[src/dcc_map.svh]
// Function
// - Output high when positive input exceeds negative.
// - Independent enable bit 3 per comparator.
// - Flag sets when sampled output meets mode.
// - Flags pollable, interrupt capable, software cleared only.
// - Both comparators share one interrupt output.
// - Sample every clock or on timer overflow.
// - Comparators keep running and flagging during idle.
// - Power-down forces both comparators disabled.
// - Channel select routes one of four pins.
// - Reference select picks nominal or plus/minus level.
// - Disabled comparator output low, no new flags.
`ifndef DCC_MAP_SVH
`define DCC_MAP_SVH

// Register byte offsets.
`define DCC_OFS_CSR_A     8'h00
`define DCC_OFS_CSR_B     8'h04
`define DCC_OFS_REF_CTRL  8'h08
`define DCC_OFS_IRQ_STAT  8'h0c
`define DCC_OFS_IRQ_MASK  8'h10

// Control and status register fields.
`define DCC_CSR_MODE_LSB  0
`define DCC_CSR_EN_BIT    3
`define DCC_CSR_FLAG_BIT  4
`define DCC_CSR_CONN_BIT  5
`define DCC_CSR_CHAN_LSB  6

// Reference control fields.
`define DCC_REF_SMPA_LSB  0
`define DCC_REF_SMPB_LSB  2
`define DCC_REF_RFA_LSB   4
`define DCC_REF_RFB_LSB   6

// Interrupt status layout: flags in bits 1-0, live outputs in bits 3-2.
`define DCC_STAT_LVL_LSB  2

// Reset values.
`define DCC_CSR_RST       7'h00
`define DCC_REF_RST       8'h00
`define DCC_MASK_RST      2'h0

`endif

[src/dcc_pkg.sv]
package dcc_pkg;

    // Interrupt condition encodings.
    typedef enum logic [2:0] {
        DCC_MODE_LOW    = 3'h0,
        DCC_MODE_HIGH   = 3'h1,
        DCC_MODE_TOGGLE = 3'h2,
        DCC_MODE_NONE   = 3'h3,
        DCC_MODE_FALL   = 3'h4,
        DCC_MODE_RISE   = 3'h5,
        DCC_MODE_RSV6   = 3'h6,
        DCC_MODE_RSV7   = 3'h7
    } dcc_mode_t;

    // Sample point selection.
    typedef enum logic [1:0] {
        DCC_SMP_CLOCK  = 2'h0,
        DCC_SMP_TIMER0 = 2'h1,
        DCC_SMP_TIMER1 = 2'h2,
        DCC_SMP_TIMER2 = 2'h3
    } dcc_smp_t;

    // Software view of one comparator control register.
    typedef struct packed {
        logic [1:0] chan;
        logic       conn;
        logic       en;
        dcc_mode_t  mode;
    } dcc_csr_t;

    // Controls sent to one analog comparator.
    typedef struct packed {
        logic       enable;
        logic       connect;
        logic [1:0] pos_chan;
        logic [1:0] neg_ref;
    } dcc_ana_t;

endpackage

[src/dcc_channel.sv]
module dcc_channel
    import dcc_pkg::*;
(
    // Clock and reset.
    input  wire logic      core_clk_in,
    input  wire logic      resetn_in,
    // Comparator side.
    input  wire logic      raw_in,
    input  wire logic      active_in,
    input  wire logic      tick_in,
    input  wire dcc_mode_t mode_in,
    // Results.
    output logic           level_out,
    output logic           event_out
);

    logic sync1_q;
    logic sync2_q;
    logic level_q;
    logic samp_q;
    logic prev_q;
    logic samp_v_q;
    wire  logic level_d;
    wire  logic hit;

    // A disabled comparator reads low.
    assign level_d = active_in & sync2_q;

    assign hit = (mode_in == DCC_MODE_LOW)    ? ~samp_q :
                 (mode_in == DCC_MODE_HIGH)   ?  samp_q :
                 (mode_in == DCC_MODE_TOGGLE) ? (samp_q ^ prev_q) :
                 (mode_in == DCC_MODE_FALL)   ? (~samp_q & prev_q) :
                 (mode_in == DCC_MODE_RISE)   ? (samp_q & ~prev_q) :
                 1'b0;

    assign event_out = samp_v_q & active_in & hit;
    assign level_out = level_q;

    // The raw output is high when the positive input is above the negative.
    always_ff @(posedge core_clk_in) begin
        if (!resetn_in) begin
            sync1_q <= 1'b0;
            sync2_q <= 1'b0;
        end else begin
            sync1_q <= raw_in;
            sync2_q <= sync1_q;
        end
    end

    // Consecutive samples are taken only at the chosen sample points.
    always_ff @(posedge core_clk_in) begin
        if (!resetn_in) begin
            level_q  <= 1'b0;
            samp_q   <= 1'b0;
            prev_q   <= 1'b0;
            samp_v_q <= 1'b0;
        end else begin
            level_q  <= level_d;
            samp_v_q <= tick_in;
            if (tick_in) begin
                samp_q <= level_d;
                prev_q <= samp_q;
            end
        end
    end

endmodule

[src/dcc_top.sv]
`include "dcc_map.svh"

module dcc_top
    import dcc_pkg::*;
(
    // Clock and reset.
    input  wire logic        core_clk_in,
    input  wire logic        resetn_in,
    // Wishbone classic slave.
    input  wire logic        wb_cyc_in,
    input  wire logic        wb_stb_in,
    input  wire logic        wb_we_in,
    input  wire logic [7:0]  wb_adr_in,
    input  wire logic [3:0]  wb_sel_in,
    input  wire logic [31:0] wb_dat_in,
    output logic      [31:0] wb_dat_out,
    output logic             wb_ack_out,
    // System events.
    input  wire logic        power_down_in,
    input  wire logic        timer0_ovf_in,
    input  wire logic        timer1_ovf_in,
    input  wire logic        timer2_ovf_in,
    // Analog comparators.
    input  wire logic        cmp_a_raw_in,
    input  wire logic        cmp_b_raw_in,
    output dcc_ana_t         cmp_a_ana_out,
    output dcc_ana_t         cmp_b_ana_out,
    output logic             cmp_a_level_out,
    output logic             cmp_b_level_out,
    // Shared interrupt.
    output logic             irq_out
);

    dcc_csr_t    csr_q [2];
    logic [7:0]  ref_q;
    logic [1:0]  flag_q;
    logic [1:0]  mask_q;
    logic        ack_q;
    logic [31:0] rdat_q;
    logic        irq_q;
    dcc_ana_t    ana_a_q;
    dcc_ana_t    ana_b_q;

    wire logic       req;
    wire logic       wr_go;
    wire logic       lane0;
    wire logic       hit_csr_a;
    wire logic       hit_csr_b;
    wire logic       hit_ref;
    wire logic       hit_stat;
    wire logic       hit_mask;
    wire logic [1:0] active;
    wire logic [1:0] tick;
    wire logic [1:0] level;
    wire logic [1:0] event_p;
    wire logic [1:0] flag_d;
    wire logic [1:0] clr;
    wire logic [7:0] rd_byte;

    // Picks the sample point for one comparator.
    function automatic logic sel_tick(input logic [1:0] sel,
                                      input logic t0,
                                      input logic t1,
                                      input logic t2);
        logic r;
        r = 1'b1;
        unique case (dcc_smp_t'(sel))
            DCC_SMP_CLOCK:  r = 1'b1;
            DCC_SMP_TIMER0: r = t0;
            DCC_SMP_TIMER1: r = t1;
            DCC_SMP_TIMER2: r = t2;
        endcase
        return r;
    endfunction

    // Packs a control register for read back.
    function automatic logic [7:0] csr_byte(input dcc_csr_t c,
                                            input logic f);
        return {c.chan, c.conn, f, c.en, c.mode};
    endfunction

    // Bus decode.
    assign req       = wb_cyc_in & wb_stb_in;
    assign wr_go     = req & wb_we_in & ack_q;
    assign lane0     = wb_sel_in[0];
    assign hit_csr_a = (wb_adr_in == `DCC_OFS_CSR_A);
    assign hit_csr_b = (wb_adr_in == `DCC_OFS_CSR_B);
    assign hit_ref   = (wb_adr_in == `DCC_OFS_REF_CTRL);
    assign hit_stat  = (wb_adr_in == `DCC_OFS_IRQ_STAT);
    assign hit_mask  = (wb_adr_in == `DCC_OFS_IRQ_MASK);

    assign rd_byte = hit_csr_a ? csr_byte(csr_q[0], flag_q[0]) :
                     hit_csr_b ? csr_byte(csr_q[1], flag_q[1]) :
                     hit_ref   ? ref_q :
                     hit_stat  ? {4'h0, level, flag_q} :
                     hit_mask  ? {6'h00, mask_q} :
                     8'h00;

    // Enables are independent and overridden by power-down only.
    assign active[0] = csr_q[0].en & ~power_down_in;
    assign active[1] = csr_q[1].en & ~power_down_in;

    // Idle has no input here, so enabled comparators keep working.
    assign tick[0] = sel_tick(ref_q[`DCC_REF_SMPA_LSB +: 2], timer0_ovf_in,
                              timer1_ovf_in, timer2_ovf_in);
    assign tick[1] = sel_tick(ref_q[`DCC_REF_SMPB_LSB +: 2], timer0_ovf_in,
                              timer1_ovf_in, timer2_ovf_in);

    // Flags clear only by a written one, and a new event wins.
    assign clr    = (wr_go & hit_stat & lane0) ? wb_dat_in[1:0] : 2'h0;
    assign flag_d = (flag_q & ~clr) | event_p;

    dcc_channel u_chan_a (
        .core_clk_in (core_clk_in),
        .resetn_in   (resetn_in),
        .raw_in      (cmp_a_raw_in),
        .active_in   (active[0]),
        .tick_in     (tick[0]),
        .mode_in     (csr_q[0].mode),
        .level_out   (level[0]),
        .event_out   (event_p[0])
    );

    dcc_channel u_chan_b (
        .core_clk_in (core_clk_in),
        .resetn_in   (resetn_in),
        .raw_in      (cmp_b_raw_in),
        .active_in   (active[1]),
        .tick_in     (tick[1]),
        .mode_in     (csr_q[1].mode),
        .level_out   (level[1]),
        .event_out   (event_p[1])
    );

    // Bus answer one cycle after the request, write at the ack edge.
    always_ff @(posedge core_clk_in) begin
        if (!resetn_in) begin
            ack_q  <= 1'b0;
            rdat_q <= 32'h0000_0000;
        end else begin
            ack_q  <= req & ~ack_q;
            rdat_q <= {24'h00_0000, rd_byte};
        end
    end

    // Register writes.
    always_ff @(posedge core_clk_in) begin
        if (!resetn_in) begin
            csr_q[0] <= dcc_csr_t'(`DCC_CSR_RST);
            csr_q[1] <= dcc_csr_t'(`DCC_CSR_RST);
            ref_q    <= `DCC_REF_RST;
            mask_q   <= `DCC_MASK_RST;
        end else if (wr_go && lane0) begin
            if (hit_csr_a) begin
                csr_q[0] <= {wb_dat_in[7:5], wb_dat_in[3:0]};
            end
            if (hit_csr_b) begin
                csr_q[1] <= {wb_dat_in[7:5], wb_dat_in[3:0]};
            end
            if (hit_ref) begin
                ref_q <= wb_dat_in[7:0];
            end
            if (hit_mask) begin
                mask_q <= wb_dat_in[1:0];
            end
        end
    end

    // Flags, shared interrupt and analog controls.
    always_ff @(posedge core_clk_in) begin
        if (!resetn_in) begin
            flag_q  <= 2'h0;
            irq_q   <= 1'b0;
            ana_a_q <= '0;
            ana_b_q <= '0;
        end else begin
            flag_q <= flag_d;
            irq_q  <= |(flag_d & mask_q);
            ana_a_q.enable   <= active[0];
            ana_a_q.connect  <= csr_q[0].conn;
            ana_a_q.pos_chan <= csr_q[0].chan;
            ana_a_q.neg_ref  <= ref_q[`DCC_REF_RFA_LSB +: 2];
            ana_b_q.enable   <= active[1];
            ana_b_q.connect  <= csr_q[1].conn;
            ana_b_q.pos_chan <= csr_q[1].chan;
            ana_b_q.neg_ref  <= ref_q[`DCC_REF_RFB_LSB +: 2];
        end
    end

    assign wb_ack_out      = ack_q;
    assign wb_dat_out      = rdat_q;
    assign irq_out         = irq_q;
    assign cmp_a_ana_out   = ana_a_q;
    assign cmp_b_ana_out   = ana_b_q;
    assign cmp_a_level_out = level[0];
    assign cmp_b_level_out = level[1];

endmodule
[config.mk]
export PLATFORM = sky130hd
export DESIGN_NAME = dcc_top
export DESIGN_NICKNAME = d
export VERILOG_FILES = /design/src/dcc_pkg.sv /design/src/dcc_channel.sv /design/src/dcc_top.sv
export VERILOG_INCLUDE_DIRS = /design/src /design/src/src
export SDC_FILE = /design/constraint.sdc
export NUM_CORES = 1
export LEC_CHECK = 0
export BUFFER_PORTS_ARGS = -buffer_cell sky130_fd_sc_hd__buf_4
export CORE_MARGIN = 2
export CORE_UTILIZATION = 54
export CTS_BUF_LIST = sky130_fd_sc_hd__clkbuf_4 sky130_fd_sc_hd__clkbuf_8
export CTS_CLUSTER_SIZE = 25
export DETAILED_ROUTE_END_ITERATION = 7
export PLACE_DENSITY = 0.87
export SETUP_SLACK_MARGIN = 0.5
export SYNTH_ARGS = -nofsm -noshare
export SYNTH_HDL_FRONTEND = slang
export SYNTH_HIERARCHICAL = 1
export SYNTH_SLANG_ARGS = --single-unit
[constraint.sdc]
create_clock -name core_clk_in -period 4.2 [get_ports core_clk_in]
set_input_delay 0.21 -clock core_clk_in [delete_from_list [all_inputs] [get_ports core_clk_in]]
set_output_delay 0.21 -clock core_clk_in [all_outputs]
set_load 0.1 [all_outputs]
Yosys cells after proc, flatten, opt, wreduce, memory -nomap -nowiden
Memory sizes are Yosys's and may differ from the RTL's. Index checks and enable logic that the tools add are counted.

Input bits: 55. Bits in registers: 70. Memory bits (writable): 14. Word-level logic and storage cells: 116. Memories: 1. Output and inout port bits: 48.

Memory list: csr_q (words 2, width 7, read ports 2, clocked after memory_dff 0, wr ports 2, RTL line dcc_top.sv:34) `dcc_csr_t csr_q [2];`.

Bitwise operators: 32. Mux-type cells: 29. Reductions and logical operators: 9. Eq/ne operators: 18.

Operators with widths (number): 8-bit 2-to-1 mux (3); 1-bit 2-to-1 mux (19); 1-bit bitwise AND (18); 8-bit by 4-bit equality test with 1-bit output (second input constant) (2); 7-bit 2-to-1 mux (2); 3-bit equality test (second input constant) (4); 2-bit equality test (second input constant) (4); 8-bit by 3-bit equality test with 1-bit output (second input constant) (1); 8-bit by 5-bit equality test with 1-bit output (second input constant) (1); 8-bit logical NOT (1); 1-bit case mux with 4 select lines (2); 3-bit by 1-bit equality test with 1-bit output (second input constant) (2); 3-bit by 2-bit equality test with 1-bit output (second input constant) (2); 3-bit logical NOT (2); 1-bit inverter (6); 2-bit bitwise AND (2); 2-bit by 1-bit equality test with 1-bit output (second input constant) (2); 2-bit logical NOT (2); 2-bit 2-to-1 mux (2); 4-bit 2-to-1 mux (1); 2-bit AND reduction (2); 2-bit inverter (1); 1-bit bitwise OR (2); 2-bit bitwise OR (1); other kinds (3) (4).

Longest topological paths before layout
Gate-level depths: netlist of the first run.

Depth in word-level cells: 11. Depth in mapped cells: 8.

Modules after synthesis
The synthesis of the first run kept the hierarchy.

By module, submodules not included: dcc_top (instances 1, seq. area each 1101.1 sq um, cells an instance 203, area an instance 2168.3 sq um); dcc_channel (instances 2, seq. area each 120.1 sq um, cells an instance 25, area an instance 260.2 sq um).

Least setup slack after synthesis of the first run
OpenSTA, ideal clock, no wires.

Kind: reg2reg. Start: register ack_q, in the netlist wb_ack_out. End: memory csr_q[0][10] (netlist bit), enable pin. Required time: 3.819 ns. Arrival time: 1.969 ns. Stages on the path, launching flop included: 4. Path buffers: 0. Slack: 1.850 ns. Clock period less this slack: 2.350 ns. Path through: dfxtp_1 and3_1 nand4_1 o21ai_0.

RTL lines: from (decl) (RTL line dcc_top.sv:38) `logic ack_q;`; from (signal assigned) (RTL line dcc_top.sv:141) `ack_q <= req & ~ack_q;`; to (decl) (RTL line dcc_top.sv:34).

Final worst setup path of the first run
Start: register ack_q, in the netlist wb_ack_out. End: register ref_q[1].

Longest elaborated chain between the ends: 3.

Ends and longest elaborated chain: 1-bit bitwise AND (RTL line dcc_top.sv:84) `assign wr_go = req & wb_we_in & ack_q;`; 1-bit logical AND (RTL line dcc_top.sv:153) `end else if (wr_go && lane0) begin`; 2-bit AND reduction (no source line); to (signal assigned) (RTL line dcc_top.sv:151) `` ref_q <= `DCC_REF_RST; ``; to (signal assigned) (RTL line dcc_top.sv:161) `ref_q <= wb_dat_in[7:0];`; to (decl) (RTL line dcc_top.sv:35) `logic [7:0] ref_q;`.

No other way between the ends. A chain may end at the register's enable or synchronous reset.

==> results list, run 1 <==
- Unrepaired setup endpoints after global routing: no
* # fillers: 390
* Synthesized flop and latch total: 60
- After detailed routing, the average wire length per cell comes to approximately 15 um.
- Non-filler cells, final: 378
- Setup slack of the worst register-to-register path: 2.04 ns
- Startpoint of the lowest-slack hold path: cmp_b_raw_in
- Minimum period implied by the final worst setup slack: 2.16 ns
- Counting instances in the post-synthesis netlist gives the leading cell types as 46 x dfxtp_1, 26 x buf_4, 22 x nand2_1.
- Total overflow reported by the global router: 0
- The clock reaches the later pin of the worst-skew pair after ~0.34 ns.
- Vias in the first global route: roughly 1800
- Start point of the critical path: wb_ack_out$_SDFF_PN0_
* Cell taking the most area after synthesis: dfxtp_1
* Pwr dens: 424 mW/mm^2
- Total length of routed wires: between 5000 and 6000 um
- Rows: 25
- Slew @ Worst Pin: roughly 1.2 ns
- Per-instance average area after synthesis: about 11 um^2
* Worst-path maximum fanout: 8
* Die span in y: 74.6 um
* Setup total negative slack: 0 ns
* Most repeated cell in the gate-level netlist after synthesis: dfxtp_1
* Maximum ir drop on the vdd rail: ~0.00031 V
- The core region is 0.00475 mm^2.
- Once detail routing completed, the nets flagged for antenna violations numbered 0.
- Critical path capture point type: register
- For this run, the leading register cell type out of synthesis is dfxtp_1.
- The wire-length estimate of the detail-placed layout is 3960 um.
- Number of endpoints failing setup at the final stage: 0
- Worst Path Class, Setup: reg -> reg
- Full die area: between 0.005 and 0.006 mm^2
- For this design, the CTS-stage hold fixing added 0 buffers.
- Across the run, the number of max-cap violations was 0.
- Number of flops mapped to enable cells by yosys: 14
- For this run, design rule violations remaining after detail routing come to 0.
* GRT Total Usage: 21.9%
- In this run the worst hold path is classified as in -> reg.
- Hold is met by 0.0691 ns.
* Number of detailed-routing iterations run before antenna repair: 4
* Worst Setup Start Kind: register
* Effective utilization at floorplan: 56.6%
* FF/Latch Area: 0.00134 mm^2
- Synthesis produced 253 cells.
- Synth async-reset ratio: 0%
* N_diodes: 0
* Area of the multi-input gates: ~0.0012 mm^2
* Die X: about 75 um
* Port Buffer Count: 51
* CTS resizes: 0
- The first global-routing pass estimated around 8800 um of wire.
- In this run the biggest area consumer among cell types represents 34.2% of the synthesized area.
- Data required time at the worst endpoint: 4.36 ns
* Bufs on Longest Clock Path: 2
- The synthesized netlist devotes 0.651% of its cell area to XOR and XNOR gates.
- For this block, the via count after detailed routing is 1920.
* Total number of yosys warnings: 6
- Antenna violations before repair: 0
* Leakage Power: 1.39 nW
* Number of CTS-inserted buffers: 9
- Via density: 5.08
- Post-CTS setup repair buffer count: 0
- Root Buffer Master: clkbuf_8
- In this run the number of H-tree levels came out at 3.
- Cell area after synthesis: 0.00269 mm^2
* Simple-gate area share of the yosys netlist: 22.6%
* Final net count: 365
- During I/O placement, the number of pins put on the boundary was 103.
- Count of distinct cell types in the synthesized netlist: 43
- Count of clock tree sinks: 60
* Total placed cells including tap cells: 362
- Final Hold Fails: 0
* CTS tree: done
- Layout overhead on the synthesized area: 20.2%
* Mux share of post-synthesis cell area: 8.38%
- Seq/Total Area, Yosys: 49.9%
- Combinational family with the most area after synthesis: simple AND/OR/NAND/NOR gates
- Data arrival time at the worst-slack endpoint: 2.32 ns
- The flow ran to the end, and the final reports show no timing, DRC or antenna violations.
- Based on the critical path, the design can be clocked at up to 463 MHz.
- In the final layout, the share of cells above drive strength 1 is 25.4%.
- Initial DRC count: 128
- Startpoint of the worst-slack reg-to-reg timing path: wb_ack_out$_SDFF_PN0_
- Final GP Congestion: roughly 0.91
* Fin crit share: 51.4%
* Adder and majority cell fraction of the synthesized area: 1.86%
- Clock-pin transition on the worst setup and hold timing paths: 0.06 ns
- Entering global routing, the biggest net connects 49 pins.
* Area fraction in compound gates after synthesis: under 10%
- Worst-case headroom to the max-slew limit: 18.4%
* Max-slew violations: 0
- Between clock sinks in the finished design, the worst skew comes to 0.00619 ns.
- In the post-synthesis netlist, the biggest area contributors are dfxtp_1 34%, edfxtp_1 16%, buf_4 7.3%.
==> final timing paths <==
kind | depth (start not counted) | end
setup reg to reg | 4 | ref_q[1]$_SDFFE_PN0P_
hold reg to reg | 1 | u_chan_a/sync2_q$_SDFF_PN0_
hold / removal | 2 | u_chan_b/sync1_q$_SDFF_PN0_
setup / recovery | 4 | ref_q[1]$_SDFFE_PN0P_
==> per-layer routing <==
layer  up-vias  wire (um)  global-route usage (%)
met5         -          0                       0
li1        931          -                       -
met3        10        436                    5.83
met4         0         84                    8.73
met2        87       2720                    34.3
met1       892       2400                    28.9
==> stage by stage <==
step	cell area (um^2)	setup WS [ns]	utilization (%)	total power [W]
after floorplan	2780	1.85	-	0.000785
after global routing	3230	1.95	68.0	0.00141
final	3230	2.04	68.0	0.00137
after global placement	3010	1.94	63.3	0.000800
after detailed placement	3010	1.84	63.3	0.000802
after CTS	3230	2.06	68.0	0.00138
==> cells by family after synthesis <==
family / count (synthesis)
adder cells (fa/ha/maj): 4
AND/OR/NAND/NOR: 101
AO/OA/AOI/OAI: 24
multiplexers: 20
flip-flops: 60
buffers and inverters: 41
XOR/XNOR: 2
other: 1
==> flip-flops by register name, indices dropped and copies added (netlist names), 2 cells and up <==
register / flops
mask_q: 2
cmp_a_ana_out: 6
csr_q: 14
flag_q: 2
ref_q: 8
cmp_b_ana_out: 6
wb_dat_out: 8
==> cell usage in the layout (no fill, tap or decap), types with 5 or more instances in the layout <==
cell type  synthesis  final
nand2_1           22     22
nand3_1            5      5
inv_1              9      9
and3_1             5      5
clkbuf_8           0     10
mux2i_1           18     18
and2_1            21     21
edfxtp_1          14     14
nor3b_1            5      5
nor3_1             6      6
nor2b_1            7      7
o21ai_0            6      6
buf_4             26     51
conb_1             1     24
nor2_1             5      5
dfxtp_1           46     46
==> where the power goes <==
group,switching [W],total (W),internal (W)
registers,0.00000581,0.000606,0.000601
clock network,0.000217,0.000580,0.000362
logic,0.000150,0.000185,0.0000357
==> layout make-up <==
cell class	count	share of cell area [%]
Sequential cell	60	41.5
Multi-Input combinational cell	175	36.1
Timing Repair Buffer	51	11.8
Clock buffer	12	4.72
Tap cell	67	2.59
Clock inverter	4	2.24
Inverter	9	1.04
==> worst max-delay path: stages, from the launching register on <==
cell     delay [ns]
dfxtp_1        0.34
and3_1         0.19
nand2_1        0.15
nor4b_2        1.07
mux2i_1        0.22
(Power assumes the default switching activity.)
==> run 2: changes to the inputs <==
- CORE_UTILIZATION: 54 -> 46
- PLACE_DENSITY: 0.87 -> 0.79
- clock period: 4.2 -> 1.8 ns (I/O delays scaled with it)
==> results list, run 2 (synthesis gave the netlist of run 1 again) <==
- Largest Register: csr_q
- The worst setup path is of the reg -> reg kind.
* Root Buffer Master: clkbuf_8
- Before CTS, the worst setup slack after placement is -0.0204 ns.
* Dpl hpwl: approximately 4100 um
- Final Util: 62.9%
- CP max stage cell: dfxtp_4
- Maximum number of pins on one net before global-route repair: 48
- Final Hold Fails: 0
- Data arrival time at the worst-slack endpoint: between 1.5 and 2 ns
- Worst Setup Start Kind: register
- Count of clock tree sinks: 60
- Via density: between 5 and 6
- In this design, the stage delay of the slowest critical-path cell is 0.37 ns.
- Counting tap cells, the placed design contains a total of 374 instances.
- Pwr dens: 853 mW/mm^2
- The detailed router finished its first iteration with just under 200 violations.
* Startpoint of the worst-slack reg-to-reg timing path: u_chan_b/samp_q$_SDFFE_PN0P_
- The detail route stage leaves a number of antenna-violating nets equal to 0.
- Leading cell types in the layout, fill and taps excluded: 64 x buf_4, 39 x dfxtp_1, 24 x conb_1, 21 x and2_1, 21 x nand2_1
- Number of CTS-inserted buffers: 9
- After the flow finishes, the layout carries non-filler instances totaling about 400.
* CTS tree: done
- The worst hold path belongs to the class in -> reg.
- The worst hold path begins at wb_dat_in[4].
- Routed length per placed instance: 14.4 um
* Sink of the worst hold path: ref_q[4]$_SDFFE_PN0P_
- Final hold analysis gives a worst-case slack of 0.0219 ns.
- The register with the most flip-flops in the layout has 14 of them.
* Fraction of layout instances using a drive strength above 1: 36.8%
* Number of detailed-routing iterations run before antenna repair: 4
- Clock latency on the worst-skew pair, taken at its later pin, is between 0.3 and 0.4 ns.
- The flow ran to the end, and the final reports show no timing, DRC or antenna violations.
- The count of buffers added on input and output ports is 51.
* Number of endpoints failing setup at the final stage: 0
- Worst r2r path cells: 8
- The region available for standard cell placement spans 0.00557 mm^2.
- Reg2reg end: irq_out$_SDFF_PN0_
* Setup total negative slack: 0 ns
* Cells on Worst Hold Path: 3
- Clock-pin transition on the worst setup and hold timing paths: 0.06 ns
- Final net count: 383
* Achievable Freq: 582 MHz
* N_diodes: 0
* Worst-path maximum fanout: 4
- Fin crit share: 95.4%
* Max-slew violations: 0
- Total overflow reported by the global router: 0
- Setup slack of the worst register-to-register path: 0.08 ns
- Antenna violations before repair: 0
- Bufs on Longest Clock Path: 2
- List of cells traversed by the critical path: inv_2, ha_4, mux2i_1, nor3b_1, o311a_1, nand4b_1, o22ai_2, o221ai_2
- Leaving out fill and tap cells, the most frequent cell in the layout is buf_4.
- STA classifies the critical path endpoint as a register.
* Setup Skew: 0.00935 ns
- In this run the number of H-tree levels came out at 3.
* Rows: 27
* Number of vias in the routed layout: 2014
* Layout overhead on the synthesized area: 30.3%
* DRC: 0
* Max-capacitance violation count: 0
- The final layout contains routed wiring with a total length of 5790 um.
* Leakage Power: 1.52 nW
- GRT Total Usage: 19.1%
* Final critical-path setup slack: about 0.083 ns
* Minimum period implied by the final worst setup slack: 1.72 ns
- The worst-case IR drop observed on VDD is 0.000513 V.
* Effective utilization at floorplan: 48.2%
- Die span in y: between 80 and 90 um
* Die X: ~80 um
- Final GP Congestion: 0.831
- For this design the top-level I/O count stands at 103.
- Setup repair after global routing could not meet its margin everywhere.
* Vias in the first global route: 1858
* Data required time at the worst endpoint: slightly below 2 ns
- The first global-routing pass estimated 9030 um of wire.
- Start point of the critical path: u_chan_b/samp_q$_SDFFE_PN0P_
* Full die area: 0.00647 mm^2
==> run 2: cell types whose count changed in the layout (fill, tap and decap cells not counted), moves of 4 or more <==
cell and delta:
buf_4 +13, dfxtp_1 -7, dfxtp_4 +4, ha_1 -4, inv_1 -4, inv_2 +4
==> run 2: where the power goes <==
part / switching (W) / leakage (nW) / total, W / internal, W
registers: 0.0000131 / 0.524 / 0.00141 / 0.00140
logic: 0.000361 / 0.892 / 0.000460 / 0.0000993
clock network: 0.000481 / 0.103 / 0.00112 / 0.000639
total: 0.000855 / 1.52 / 0.00299 / 0.00213
==> run 2: stage by stage <==
| step | instance area [um^2] | total power [W] |
|---|---|---|
| floorplan | 2840 | 0.00184 |
| global placement | 3130 | 0.00188 |
| detailed placement | 3130 | 0.00188 |
| CTS | 3480 | 0.00301 |
| global route | 3500 | 0.00309 |
| finish | 3500 | 0.00299 |
==> run 2: area by class of cell <==
cell class	count	area (um^2)
Fill cell	471	2070
Sequential cell	60	1360
Multi-Input combinational cell	175	1300
Timing Repair Buffer	69	534
Clock buffer	14	180
Tap cell	72	90.1
Inverter	9	33.8
Clock inverter	2	10.0
==> run 2: how the worst max path moves through the flow <==
stage	cells past startpoint	slack (ns)	end
2_1_floorplan	8	0.21	irq_out$_SDFF_PN0_
3_3_place_gp	4	0.03	csr_q[0][2]$_DFFE_PP_
3_5_place_dp	8	-0.02	irq_out$_SDFF_PN0_
4_1_cts	8	0.11	irq_out$_SDFF_PN0_
5_1_grt	6	0.02	irq_out$_SDFF_PN0_
6_report	8	0.08	irq_out$_SDFF_PN0_
==> run 2: per-layer routing <==
layer	GRT usage (%)	part of all wire, %
met5	0	0
met4	7.63	1.3
met1	23.3	43
met3	6.07	7.9
met2	31.1	48
==> run 2: worst max-delay path, delay by kind of cell, from the launching register on <==
| family | cells | cell delay (ns) |
|---|---|---|
| mux | 1 | 0.13 |
| flops | 1 | 0.37 |
| simple gates | 2 | 0.26 |
| buf+inv | 1 | 0.05 |
| fa+ha+maj | 1 | 0.15 |
| compound gates | 3 | 0.61 |
==> run 2: what timing repair did <==
item                                   CTS  global route
endpoints found under the hold margin    2             0
cloned                                   0             0
gates resized for setup                 19             6
pin swaps                               12             6
hold buffers                             2             0
buffers inserted                         9             0
setup endpoints to repair               31            38
==> run 3: changes to the inputs <==
- CORE_UTILIZATION: 46 -> 45
- PLACE_DENSITY: 0.79 -> 0.78
- SYNTH_HIERARCHICAL: 1 -> default
==> results list, run 3 <==
- Die span in y: 80.2 um
- The library cell used most frequently in the layout, excluding fill and tap cells, is buf_4.
* Per-instance average area after synthesis: 10.2 um^2
- Area share of the largest cell type after synthesis: 35.3%
- Total power for the finished layout comes to 0.00297 W.
- Syn Inst Count: 255
- Adding up every negative setup slack in the final design gives 0 ns.
- Full die area: around 0.0064 mm^2
- Routed length per placed instance: 14.8 um
* Source-to-sink clock delay at the later pin of the worst-skew pair: 0.34 ns
- Final Util: 64.5%
- DRC: 0
* Number of nets with antenna violations after routing: 0
* Dpl hpwl: 3860 um
* Count of distinct cell types in the synthesized netlist: 38
* Synthesized flop and latch total: 60
* Type of the tightest min-delay check: in -> reg
- Counting instances in the post-synthesis netlist gives the leading cell types as 46 x dfxtp_1, 25 x buf_4, 18 x and2_1.
- Fraction of layout instances using a drive strength above 1: 41.1%
- In this run, synthesis inferred 14 flip-flops with an integrated enable.
* Data required time at the worst endpoint: 2.02 ns
- Final hold analysis gives a worst-case slack of 0.00177 ns.
* Largest Register: csr_q
- After the last flow step, the layout net total stands at 385.
* Max-slew violations: 0
- Reg2reg end: flag_q[1]$_SDFF_PN0_
- Post-place instance area: 0.00307 mm^2
- Worst-path maximum fanout: 2
- Minimum period implied by the final worst setup slack: 1.42 ns
- The run finished with clean final reports.
* Synth async-reset ratio: 0%
* Fin crit share: 79.1%
* Total length of routed wires: just under 6000 um
- After synthesis, the cell types taking the most area are dfxtp_1 35%, edfxtp_1 16%, buf_4 7.2%.
- By area, the combinational part of the netlist is dominated by simple AND/OR/NAND/NOR gates.
- Number of CTS-inserted buffers: 9
* Largest incremental delay on the critical path: 0.36 ns
- Number of vias in the routed layout: 2020
- Clock tree synthesis found a total of 60 sinks.
* Worst r2r path cells: 7
- After synthesis the cells add up to 0.00261 mm^2.
* Setup slack of the worst register-to-register path: 0.38 ns
* CP max stage cell: dfxtp_4
- The critical path ends at flag_q[1]$_SDFF_PN0_.
* Parity-gate share of the synthesized area counting xor and xnor cells: less than 1%
- List of cells traversed by the critical path: inv_2, ha_4, mux2i_1, nor3b_2, nor3_2, a2bb2oi_2, nor2b_1
* Antenna violations before repair: 0
- The total overflow left after global routing is 0.
* Adder and majority cell fraction of the synthesized area: ~1.9%
- No sink is reached through more buffers than the 2 on the longest clock path.
* Area fraction in compound gates after synthesis: between 6 and 7%
- CTS H-Tree Depth: 3
- Most repeated cell in the gate-level netlist after synthesis: dfxtp_1
- CTS placed an instance of clkbuf_8 at the clock tree root.
* Final GP Congestion: 0.818
- Setup violations remaining at the end of the flow were counted as 0.
- Data arrival time at the worst-slack endpoint: 1.64 ns
- Total number of yosys warnings: 0
- After clock tree synthesis, the clock-pin slew on the worst setup and hold paths is 0.07 ns.
- STA classifies the critical path startpoint as a register.
* Leading cell types in the layout, fill and taps excluded: 57 x buf_4, 39 x dfxtp_1, 24 x conb_1, 18 x and2_1, 14 x edfxtp_1
- The critical path is of the reg -> reg type.
- Die X: 80.2 um
- Dividing total power by cell area gives a power density of about 830 mW/mm^2.
* Number of flip-flops under the largest register name: 14
* Start point of the critical path: u_chan_b.prev_q$_SDFFE_PN0P_
- Before antenna repair, the detailed router went through 4 iterations.
- IR analysis of the VDD net gives a maximum drop of between 0.0004 and 0.0005 V.
- During placement, the flow inserted port buffers numbering 51.
- The tool flagged a number of max-cap violations equal to 0.
* Mux share of post-synthesis cell area: roughly 6.4%
* Final Hold Fails: 0
- In the synthesized netlist the dominant register cell turns out to be dfxtp_1.
- Maximum number of pins on one net before global-route repair: 49
- TritonCTS built the clock tree.
- The share of the Yosys chip area taken by registers is 51.4%.
- Summed over all cells, the static leakage comes to 1.51 nW.
* Core footprint: 0.00554 mm^2
* Simple-gate area share of the yosys netlist: 22.3%
- The via count of the first global-routing pass was 1952.
* Via density: 5.01
- The largest total area in the synthesized netlist belongs to dfxtp_1.
- The worst setup path is captured at a register.
* Layout overhead on the synthesized area: 36.8%
- First-pass GRT wire length: 9160 um
- For the final database, setup skew stands at 0.0141 ns.
- Startpoint of the worst-slack reg-to-reg timing path: u_chan_b.prev_q$_SDFFE_PN0P_
* Num ports: 103
- Achievable Freq: 702 MHz
- Area of all placed cells without fillers: 0.00357 mm^2
- The repair_antennas step left the layout with diodes totalling 0.
- GRT Total Usage: 18.9%
* Rows: 27
* Initial DRC count: 189
* Effective utilization at floorplan: 47.1%
- Setup repair after global routing could not meet its margin everywhere.
## run 3: changes by cell type in the layout (fill, tap and decap cells not counted), sizes merged, moves of 4 or more
cell,change
nand3,+6
a21oi,+7
nor2,+6
mux2i,-7
nand2,-8
o21ai,+8
and2b,-4
## run 3: how the worst min path moves through the flow
stage | startpoint | to | cells past startpoint
6_report | wb_dat_in[2] | ref_q[2]$_SDFFE_PN0P_ | 3
5_1_grt | wb_dat_in[3] | ref_q[3]$_SDFFE_PN0P_ | 3
4_1_cts | wb_dat_in[2] | ref_q[2]$_SDFFE_PN0P_ | 3
3_5_place_dp | cmp_b_raw_in | u_chan_b.sync1_q$_SDFF_PN0_ | 2
3_3_place_gp | cmp_a_raw_in | u_chan_a.sync1_q$_SDFF_PN0_ | 2
2_1_floorplan | cmp_a_raw_in | u_chan_a.sync1_q$_SDFF_PN0_ | 1
## run 3: layout make-up
class,instances,area (um^2)
fill,429,1970
sequential,60,1360
multi-input combinational,173,1270
timing repair buffer,72,626
clock buffer,12,159
tap,72,90.1
inverter,10,40.0
clock inverter,4,25.0
## run 3: kinds of logic (layout without fill, tap and decap cells)
kind of cell | after synthesis | count (layout)
muxes | 14 | 14
other | 1 | 24
and+or+nand+nor | 98 | 98
adders and majority gates | 4 | 4
xor gates and xnor gates | 2 | 2
AOI/OAI and AO/OA | 31 | 31
DFF | 60 | 60
buffers and inverters | 45 | 98
## run 3: power breakdown
part | internal (W) | total [W] | switching, W
Combinational | 0.000105 | 0.000467 | 0.000362
Clock | 0.000585 | 0.00109 | 0.000510
Sequential | 0.00140 | 0.00141 | 0.0000157
Total | 0.00208 | 0.00297 | 0.000887
## run 3: stage by stage
step / worst slack (ns) / cells
after global placement: 0.0890 / 375
after detailed placement: 0.0698 / 375
after floorplan: 0.180 / 278
final: 0.376 / 403
after global routing: 0.331 / 403
after CTS: 0.403 / 402
## run 3: worst max-delay path, delay by kind of cell (launching register included)
kind / cells / cell delay, ns
AO/OA/AOI/OAI: 1 / 0.19
adder cells (fa/ha/maj): 1 / 0.14
buffers and inverters: 1 / 0.05
flip-flops: 1 / 0.36
multiplexers: 1 / 0.20
AND/OR/NAND/NOR: 3 / 0.35
## run 3: repair_timing
action                                 CTS  global route
cloned                                   1             0
pin swaps                               22            10
setup buffers                            6             1
gates resized for setup                 33            16
endpoints found under the hold margin    4             0
hold buffers                             4             0
setup endpoints to repair               39            43
## run 3: routing by layer
| layer | vias to the layer above | GRT usage, % | share of wire, % |
|---|---|---|---|
| met4 | 0 | 10.0 | 1.2 |
| met5 | - | 0 | 0 |
| met2 | 78 | 30.2 | 50 |
| li1 | 964 | - | - |
| met3 | 11 | 3.60 | 6.4 |
| met1 | 967 | 24.3 | 43 |
